## src/logic/sfr_consts.vh

```
// Offsets, field positions and reset values of the special function bank.
`ifndef SFR_CONSTS_VH
`define SFR_CONSTS_VH

// ----------------------------------------------------------------------
// Byte addresses
// ----------------------------------------------------------------------
`define SFR_ADDR_WIDTH 4
`define SFR_ENABLE_1_ADDR 4'h0
`define SFR_ENABLE_2_ADDR 4'h1
`define SFR_FLAG_1_ADDR 4'h2
`define SFR_FLAG_2_ADDR 4'h3

// ----------------------------------------------------------------------
// Enable register fields
// ----------------------------------------------------------------------
`define SFR_EN_WDT_BIT 0
`define SFR_EN_OSC_BIT 1
`define SFR_EN_NMI_BIT 4
`define SFR_EN_ACCV_BIT 5

// ----------------------------------------------------------------------
// Flag register fields
// ----------------------------------------------------------------------
`define SFR_FLG_WDT_BIT 0
`define SFR_FLG_OSC_BIT 1
`define SFR_FLG_POR_BIT 2
`define SFR_FLG_RST_BIT 3
`define SFR_FLG_NMI_BIT 4

// ----------------------------------------------------------------------
// Reset values
// ----------------------------------------------------------------------
`define SFR_EN_CLR_VALUE 1'h0
`define SFR_OSC_CLR_VALUE 1'h1
`define SFR_NMI_CLR_VALUE 1'h0
`define SFR_WDT_POR_VALUE 1'h0
`define SFR_POR_POR_VALUE 1'h1
`define SFR_RST_POR_VALUE 1'h0

`endif

```

## src/logic/sfr_interrupt_enable_flags.v

```verilog
// Special function register bank: system interrupt enables and cause flags.
`timescale 1ns/1ps
`include "sfr_consts.vh"

module sfr_interrupt_enable_flags (
  // Clock and resets
  input  wire                       ref_clk_in,
  input  wire                       rst_in,
  input  wire                       power_up_clear_in,
  // Peripheral bus
  input  wire [`SFR_ADDR_WIDTH-1:0] addr_in,
  input  wire                       read_in,
  input  wire                       write_in,
  input  wire [7:0]                 wdata_in,
  output wire [7:0]                 rdata_out,
  // Hardware events
  input  wire                       wdt_expire_in,
  input  wire                       wdt_key_violation_in,
  input  wire                       wdt_interval_mode_in,
  input  wire                       osc_fault_in,
  input  wire                       ext_reset_event_in,
  input  wire                       nmi_event_in,
  input  wire                       flash_violation_in,
  input  wire                       general_irq_enable_in,
  // Interrupt requests
  output wire                       wdt_irq_out,
  output wire                       nmi_vector_irq_out,
  output wire                       flash_violation_irq_out
);

  // --------------------------------------------------------------------
  // Event synchronisation
  // --------------------------------------------------------------------
  // Oscillator fault and pin events come from outside this clock domain.
  wire [2:0] pin_sync;

  sfr_sync #(
    .WIDTH (3)
  ) u_pin_sync (
    .ref_clk_in (ref_clk_in),
    .rst_in     (rst_in),
    .async_in   ({nmi_event_in, ext_reset_event_in, osc_fault_in}),
    .sync_out   (pin_sync)
  );

  wire osc_fault_sync = pin_sync[0];
  wire ext_reset_sync = pin_sync[1];
  wire nmi_level_sync = pin_sync[2];

  // The NMI is an edge event; a held pin must not refire after a clear.
  reg nmi_prev_reg;
  reg ext_prev_reg;

  always @(posedge ref_clk_in or posedge rst_in)
  begin
    if (rst_in)
    begin
      nmi_prev_reg <= 1'b0;
      ext_prev_reg <= 1'b0;
    end
    else
    begin
      nmi_prev_reg <= nmi_level_sync;
      ext_prev_reg <= ext_reset_sync;
    end
  end

  wire nmi_rise = nmi_level_sync & ~nmi_prev_reg;
  wire ext_rise = ext_reset_sync & ~ext_prev_reg;

  // --------------------------------------------------------------------
  // Address decode
  // --------------------------------------------------------------------
  wire wr_enable = write_in & (addr_in == `SFR_ENABLE_1_ADDR);
  wire wr_flag   = write_in & (addr_in == `SFR_FLAG_1_ADDR);

  // --------------------------------------------------------------------
  // Enable register
  // --------------------------------------------------------------------
  // Only four enable bits exist; no storage for the other positions.
  reg wdt_irq_enable_reg;
  reg osc_fault_irq_enable_reg;
  reg nmi_irq_enable_reg;
  reg flash_violation_irq_enable_reg;

  always @(posedge ref_clk_in or posedge rst_in)
  begin
    if (rst_in)
    begin
      wdt_irq_enable_reg             <= `SFR_EN_CLR_VALUE;
      osc_fault_irq_enable_reg       <= `SFR_EN_CLR_VALUE;
      nmi_irq_enable_reg             <= `SFR_EN_CLR_VALUE;
      flash_violation_irq_enable_reg <= `SFR_EN_CLR_VALUE;
    end
    else if (power_up_clear_in)
    begin
      wdt_irq_enable_reg             <= `SFR_EN_CLR_VALUE;
      osc_fault_irq_enable_reg       <= `SFR_EN_CLR_VALUE;
      nmi_irq_enable_reg             <= `SFR_EN_CLR_VALUE;
      flash_violation_irq_enable_reg <= `SFR_EN_CLR_VALUE;
    end
    else if (wr_enable)
    begin
      wdt_irq_enable_reg             <= wdata_in[`SFR_EN_WDT_BIT];
      osc_fault_irq_enable_reg       <= wdata_in[`SFR_EN_OSC_BIT];
      nmi_irq_enable_reg             <= wdata_in[`SFR_EN_NMI_BIT];
      flash_violation_irq_enable_reg <= wdata_in[`SFR_EN_ACCV_BIT];
    end
  end

  // --------------------------------------------------------------------
  // Flag register
  // --------------------------------------------------------------------
  wire watchdog_flag;
  wire osc_fault_flag;
  wire power_on_flag;
  wire external_reset_flag;
  wire nmi_flag;

  // Power-on bits: only the asynchronous power-on reset restores them.
  sfr_flag_bit #(
    .RESET_VALUE (`SFR_WDT_POR_VALUE)
  ) u_watchdog_flag (
    .ref_clk_in (ref_clk_in),
    .rst_in     (rst_in),
    .clear_in   (1'b0),
    .write_in   (wr_flag),
    .wdata_in   (wdata_in[`SFR_FLG_WDT_BIT]),
    .set_in     (wdt_expire_in | wdt_key_violation_in),
    .flag_out   (watchdog_flag)
  );

  // No hardware event sets this after power-on; software may set or clear it.
  sfr_flag_bit #(
    .RESET_VALUE (`SFR_POR_POR_VALUE)
  ) u_power_on_flag (
    .ref_clk_in (ref_clk_in),
    .rst_in     (rst_in),
    .clear_in   (1'b0),
    .write_in   (wr_flag),
    .wdata_in   (wdata_in[`SFR_FLG_POR_BIT]),
    .set_in     (1'b0),
    .flag_out   (power_on_flag)
  );

  sfr_flag_bit #(
    .RESET_VALUE (`SFR_RST_POR_VALUE)
  ) u_external_reset_flag (
    .ref_clk_in (ref_clk_in),
    .rst_in     (rst_in),
    .clear_in   (1'b0),
    .write_in   (wr_flag),
    .wdata_in   (wdata_in[`SFR_FLG_RST_BIT]),
    .set_in     (ext_rise),
    .flag_out   (external_reset_flag)
  );

  // Power-up clear bits: restored by both resets.
  sfr_flag_bit #(
    .RESET_VALUE (`SFR_OSC_CLR_VALUE)
  ) u_osc_fault_flag (
    .ref_clk_in (ref_clk_in),
    .rst_in     (rst_in),
    .clear_in   (power_up_clear_in),
    .write_in   (wr_flag),
    .wdata_in   (wdata_in[`SFR_FLG_OSC_BIT]),
    .set_in     (osc_fault_sync),
    .flag_out   (osc_fault_flag)
  );

  sfr_flag_bit #(
    .RESET_VALUE (`SFR_NMI_CLR_VALUE)
  ) u_nmi_flag (
    .ref_clk_in (ref_clk_in),
    .rst_in     (rst_in),
    .clear_in   (power_up_clear_in),
    .write_in   (wr_flag),
    .wdata_in   (wdata_in[`SFR_FLG_NMI_BIT]),
    .set_in     (nmi_rise),
    .flag_out   (nmi_flag)
  );

  // --------------------------------------------------------------------
  // Read path
  // --------------------------------------------------------------------
  // Absent bits and the two unpopulated bytes read as zero.
  reg [7:0] read_mux;
  reg [7:0] rdata_reg;

  always @*
  begin
    read_mux = 8'h00;
    case (addr_in)
      `SFR_ENABLE_1_ADDR:
      begin
        read_mux[`SFR_EN_WDT_BIT]  = wdt_irq_enable_reg;
        read_mux[`SFR_EN_OSC_BIT]  = osc_fault_irq_enable_reg;
        read_mux[`SFR_EN_NMI_BIT]  = nmi_irq_enable_reg;
        read_mux[`SFR_EN_ACCV_BIT] = flash_violation_irq_enable_reg;
      end
      `SFR_FLAG_1_ADDR:
      begin
        read_mux[`SFR_FLG_WDT_BIT] = watchdog_flag;
        read_mux[`SFR_FLG_OSC_BIT] = osc_fault_flag;
        read_mux[`SFR_FLG_POR_BIT] = power_on_flag;
        read_mux[`SFR_FLG_RST_BIT] = external_reset_flag;
        read_mux[`SFR_FLG_NMI_BIT] = nmi_flag;
      end
      default:
        read_mux = 8'h00;
    endcase
  end

  always @(posedge ref_clk_in or posedge rst_in)
  begin
    if (rst_in)
      rdata_reg <= 8'h00;
    else if (read_in)
      rdata_reg <= read_mux;
  end

  assign rdata_out = rdata_reg;

  // --------------------------------------------------------------------
  // Interrupt requests
  // --------------------------------------------------------------------
  // The watchdog enable counts only in interval timer mode.
  assign wdt_irq_out = watchdog_flag & wdt_irq_enable_reg
                     & wdt_interval_mode_in;

  // The general enable is deliberately not in these terms.
  assign nmi_vector_irq_out = (nmi_flag & nmi_irq_enable_reg)
                            | (osc_fault_flag & osc_fault_irq_enable_reg)
                            | (flash_violation_in
                               & flash_violation_irq_enable_reg);

  assign flash_violation_irq_out = flash_violation_in
                                 & flash_violation_irq_enable_reg;

endmodule // sfr_interrupt_enable_flags

```

## src/logic/sfr_flag_bit.v

```verilog
// One hardware-set, software-written flag bit with a selectable clearing reset.
`timescale 1ns/1ps
module sfr_flag_bit #(
  parameter RESET_VALUE = 1'b0
) (
  // Clock and resets
  input  wire ref_clk_in,
  input  wire rst_in,
  input  wire clear_in,
  // Software write
  input  wire write_in,
  input  wire wdata_in,
  // Hardware event
  input  wire set_in,
  // State
  output wire flag_out
);

  reg flag_reg;
  reg flag_next;

  // Set wins over a software write of zero in the same cycle.
  always @*
  begin
    flag_next = flag_reg;
    if (write_in)
      flag_next = wdata_in;
    if (set_in)
      flag_next = 1'b1;
  end

  always @(posedge ref_clk_in or posedge rst_in)
  begin
    if (rst_in)
      flag_reg <= RESET_VALUE;
    else if (clear_in)
      flag_reg <= RESET_VALUE;
    else
      flag_reg <= flag_next;
  end

  assign flag_out = flag_reg;

endmodule // sfr_flag_bit

```

## src/logic/sfr_sync.v

```verilog
// Two-stage synchroniser for a vector of asynchronous levels.
`timescale 1ns/1ps
module sfr_sync #(
  parameter WIDTH = 4
) (
  // Clock and reset
  input  wire             ref_clk_in,
  input  wire             rst_in,
  // Levels
  input  wire [WIDTH-1:0] async_in,
  output wire [WIDTH-1:0] sync_out
);

  reg [WIDTH-1:0] stage1_reg;
  reg [WIDTH-1:0] stage2_reg;

  always @(posedge ref_clk_in or posedge rst_in)
  begin
    if (rst_in)
    begin
      stage1_reg <= {WIDTH{1'b0}};
      stage2_reg <= {WIDTH{1'b0}};
    end
    else
    begin
      stage1_reg <= async_in;
      stage2_reg <= stage1_reg;
    end
  end

  assign sync_out = stage2_reg;

endmodule // sfr_sync

```

## config.mk

```make
export PLATFORM = sky130hd
export DESIGN_NAME = sfr_interrupt_enable_flags
export DESIGN_NICKNAME = d
export VERILOG_FILES = /design/src/logic/sfr_interrupt_enable_flags.v /design/src/logic/sfr_flag_bit.v /design/src/logic/sfr_sync.v
export VERILOG_INCLUDE_DIRS = /design/src /design/src/logic
export SDC_FILE = /design/constraint.sdc
export NUM_CORES = 1
export LEC_CHECK = 0
export BUFFER_PORTS_ARGS = -buffer_cell sky130_fd_sc_hd__buf_2
export CAP_MARGIN = 15
export CELL_PAD_IN_SITES_DETAIL_PLACEMENT = 2
export CELL_PAD_IN_SITES_GLOBAL_PLACEMENT = 2
export CORE_MARGIN = 1
export CORE_UTILIZATION = 28
export CTS_CLUSTER_DIAMETER = 100
export DETAILED_ROUTE_END_ITERATION = 16
export HOLD_SLACK_MARGIN = 0.05
export PLACE_DENSITY = 0.87
export SYNTH_ARGS = -nofsm -noshare
export SYNTH_HDL_FRONTEND = slang
export SYNTH_SLANG_ARGS = --single-unit
export TNS_END_PERCENT = 100
```

## constraint.sdc

```tcl
create_clock -name ref_clk_in -period 1.25 [get_ports ref_clk_in]
set_clock_uncertainty 0.1 [all_clocks]
set_input_delay 0.125 -clock ref_clk_in [delete_from_list [all_inputs] [get_ports ref_clk_in]]
set_output_delay 0.125 -clock ref_clk_in [all_outputs]
set_load 0.01 [all_outputs]
```

==> impl_metrics.yaml <==
detailed_routing:
  wl_per_cell_um: 15.4
  vias: 886
  wl_mm: 2.90
  met3_length_um: 93
  via_per_inst: 4.71
  top_layer: "met4"
  wl_met1_mm: 1.21
  drc_errors: 0
  ant_nets: 0
  drt_first_pass_iters: 3
  first_iter_violations: 17
  wl_met2_mm: 1.56
status:
  status: "complete, but fails checks"
  violations: "setup timing"
floorplanning:
  die_area_um2: 3690
  ioPinCount: 36
  chipWidth_um: 60.7
  coreArea_um2: 3150
  placementRows: 20
  dieHeight_um: 60.7
  start_util_pct: 30.6
placed_design:
  place_inst: 166
  gp_congestion: 0.744
  detailed_place_hpwl_mm: 1.93
  io_buffers: 30
synth:
  ys_ff_latch: 23
  synth_edf_count: 0
  synth_top_family_by_area: "simple AND/OR/NAND/NOR gates"
  async_flop_share_pct: 100
  yosysUniqueCellTypes: 27
  synthXorXnorAreaFrac_pct: 0
  synth_flop_cell: "dfrtp_1"
  synth_area_um2: 966
  synthMuxAreaShare_pct: 4.66
  syn_avg_cell_area_um2: 10.9
  yosysSeqAreaShare_pct: 59.8
  synthSimpleGateAreaFrac_pct: 15.2
  synth_fa_ha_area_share_pct: 0
  synthCells: 89
  yosys_warnings: 0
  synth_compound_area_share_pct: 12.8
finish:
  final_cell_count_no_fill: 188
  drive_gt1_share_pct: 39.6
  largest_reg_flops: 6
  diodes: 0
  fillers: 362
  nets: 170
  multiInputGateArea_um2: 332
  area_growth_pct: 46.8
  final-seq-area_um2: 578
sta:
  period_minus_slack_ns: 1.56
  rsz0062_at_grt: "yes"
  whs_ns: 0.0618
  setup_viol: 2
  tns_ns: -0.521
  fin_crit_sh_pct: 125
  setup_ws_ns: -0.315
  fmax_ghz: 0.639
  hold_viol_final: 0
  slew_viol_final: 0
setup_path:
  end_kind: "primary output"
  critPathKind: "register to primary output"
  worstPathArrival_ns: 1.34
  r2r-end: "flash_violation_irq_enable_reg$_DFFE_PP0P_"
  cpPeakStageDelay_ns: 0.42
  worstReg2RegStart: "flash_violation_irq_enable_reg$_DFFE_PP0P_"
  cp_num_buf_inv: 2
  ff2ff_setup_slack_ns: 0.02
  worstPathMaxFanout: 2
  crit_slowest_cell: "dfrtp_1"
  critPathTopFamily: "flip-flops"
  worstPathCellList: "and2_4, a221oi_2, inv_1, buf_2"
  r2r_cells: 5
  crit_required_ns: 1.02
  critPathLaunch: "flash_violation_irq_enable_reg$_DFFE_PP0P_"
  cp-start-kind: "register"
min_path:
  hp-start: "read_in"
  min_path_type: "input port to register"
  hold_end: "rdata_out[4]$_DFFE_PP0P_"
  min_path_cells: 2
global_route:
  grt_pass1_vias: 1031
  antenna_found_initial: 0
  grt_use_total_pct: 18.3
  overflow: 0
  grt_max_degree: 24
  grt_pass1_wl_mm: 4.82
cts:
  htreeDepth: 1
  clkSlewWorstSetupHoldPaths_ns: 0.13
  cts.sinks: 23
  root_buffer: "clkbuf_4"
  cts_tree: "built"
  clk-insertion-delay-late_ns: 0.32
  clock_path_buffers: 2
  numCtsBuffers: 3
job:
  max_cap_violations: 0
power_and_ir_drop:
  vdd_drop_max_mv: 0.500
  leakagePower_nw: 0.684
  p_per_area_nw_per_um2: 948
worst reg2reg max path, stage by stage (launching register included):
cell,delay [ns]
dfrtp_1,0.42
buf_4,0.15
buf_4,0.12
buf_4,0.12
o21ai_1,0.11
a21oi_1,0.10
cell usage in the layout (no fill, tap or decap), drive strengths merged, types with 3 or more instances in the layout:
cell | Yosys | layout
buf | 3 | 43
clkbuf | 3 | 3
a21oi | 6 | 6
nand3 | 11 | 11
o21ai | 12 | 12
dlygate4sd3 | 0 | 13
mux2 | 4 | 4
inv | 9 | 9
dfrtp | 21 | 21
cell usage after synthesis, types with 2 or more instances:
library cell / instances / area, um2
a21oi_1: 6 / 30.0
buf_4: 2 / 15.0
clkbuf_1: 3 / 11.3
dfrtp_1: 21 / 526
dfstp_2: 2 / 52.6
inv_1: 9 / 33.8
mux2_2: 4 / 45.0
nand3_1: 11 / 55.1
nand4_1: 2 / 12.5
nor2_1: 2 / 7.51
o21ai_0: 5 / 25.0
o21ai_1: 7 / 35.0
worst max-delay path by stage:
stage	endpoint	cells past startpoint
after global placement	u_watchdog_flag.flag_out$_DFFE_PP0P_	4
final	nmi_vector_irq_out	4
after floorplan	u_watchdog_flag.flag_out$_DFFE_PP0P_	4
after detailed placement	osc_fault_irq_enable_reg$_DFFE_PP0P_	4
after CTS	nmi_vector_irq_out	4
after global routing	nmi_vector_irq_out	4
power by group:
| part | switching (mW) | internal, mW |
|---|---|---|
| logic | 0.0922 | 0.0950 |
| clock network | 0.240 | 0.120 |
| registers | 0.0168 | 0.781 |
| total | 0.349 | 0.996 |
cell families (layout without fill, tap and decap cells):
family,after synthesis,after routing
AOI/OAI and AO/OA,22,22
buffers and inverters,16,70
other,1,2
and+or+nand+nor,23,23
DFF,23,23
muxes,4,4
final cells by class:
| class | instances | share of cell area (%) |
|---|---|---|
| Timing Repair Buffer | 56 | 27.4 |
| Clock buffer | 3 | 1.59 |
| Multi-Input combinational cell | 51 | 23.4 |
| Clock inverter | 1 | 0.353 |
| Sequential cell | 23 | 40.8 |
| Tap cell | 44 | 3.88 |
| Inverter | 10 | 2.65 |
what timing repair did:
action | in CTS | in global routing
gates cloned | 0 | 0
hold endpoints to repair | 35 | 0
endpoints found under the setup margin | 3 | 3
hold buffers | 13 | 0
pin swaps | 0 | 0
setup buffers | 3 | 2
gates resized for setup | 3 | 1
routing by layer:
layer | vias to the layer above | track usage, %
li1 | 414 | -
met1 | 445 | 20.8
met2 | 23 | 35.0
met3 | 4 | 2.13
met4 | 0 | 6.82
met5 | - | 0
per-stage QoR:
| stage | setup WS, ns | utilization, % | instance area, um2 | total power, mW |
|---|---|---|---|---|
| finish | -0.315 | 45.0 | 1420 | 1.34 |
| global route | -0.363 | 45.0 | 1420 | 1.41 |
| CTS | -0.270 | 44.4 | 1400 | 1.36 |
| detailed placement | -0.234 | 38.2 | 1200 | 0.964 |
| global placement | -0.159 | 38.2 | 1200 | 0.951 |
| floorplan | 0.0539 | - | 970 | 0.879 |
No activity file was read; power rests on OpenSTA's default activity.
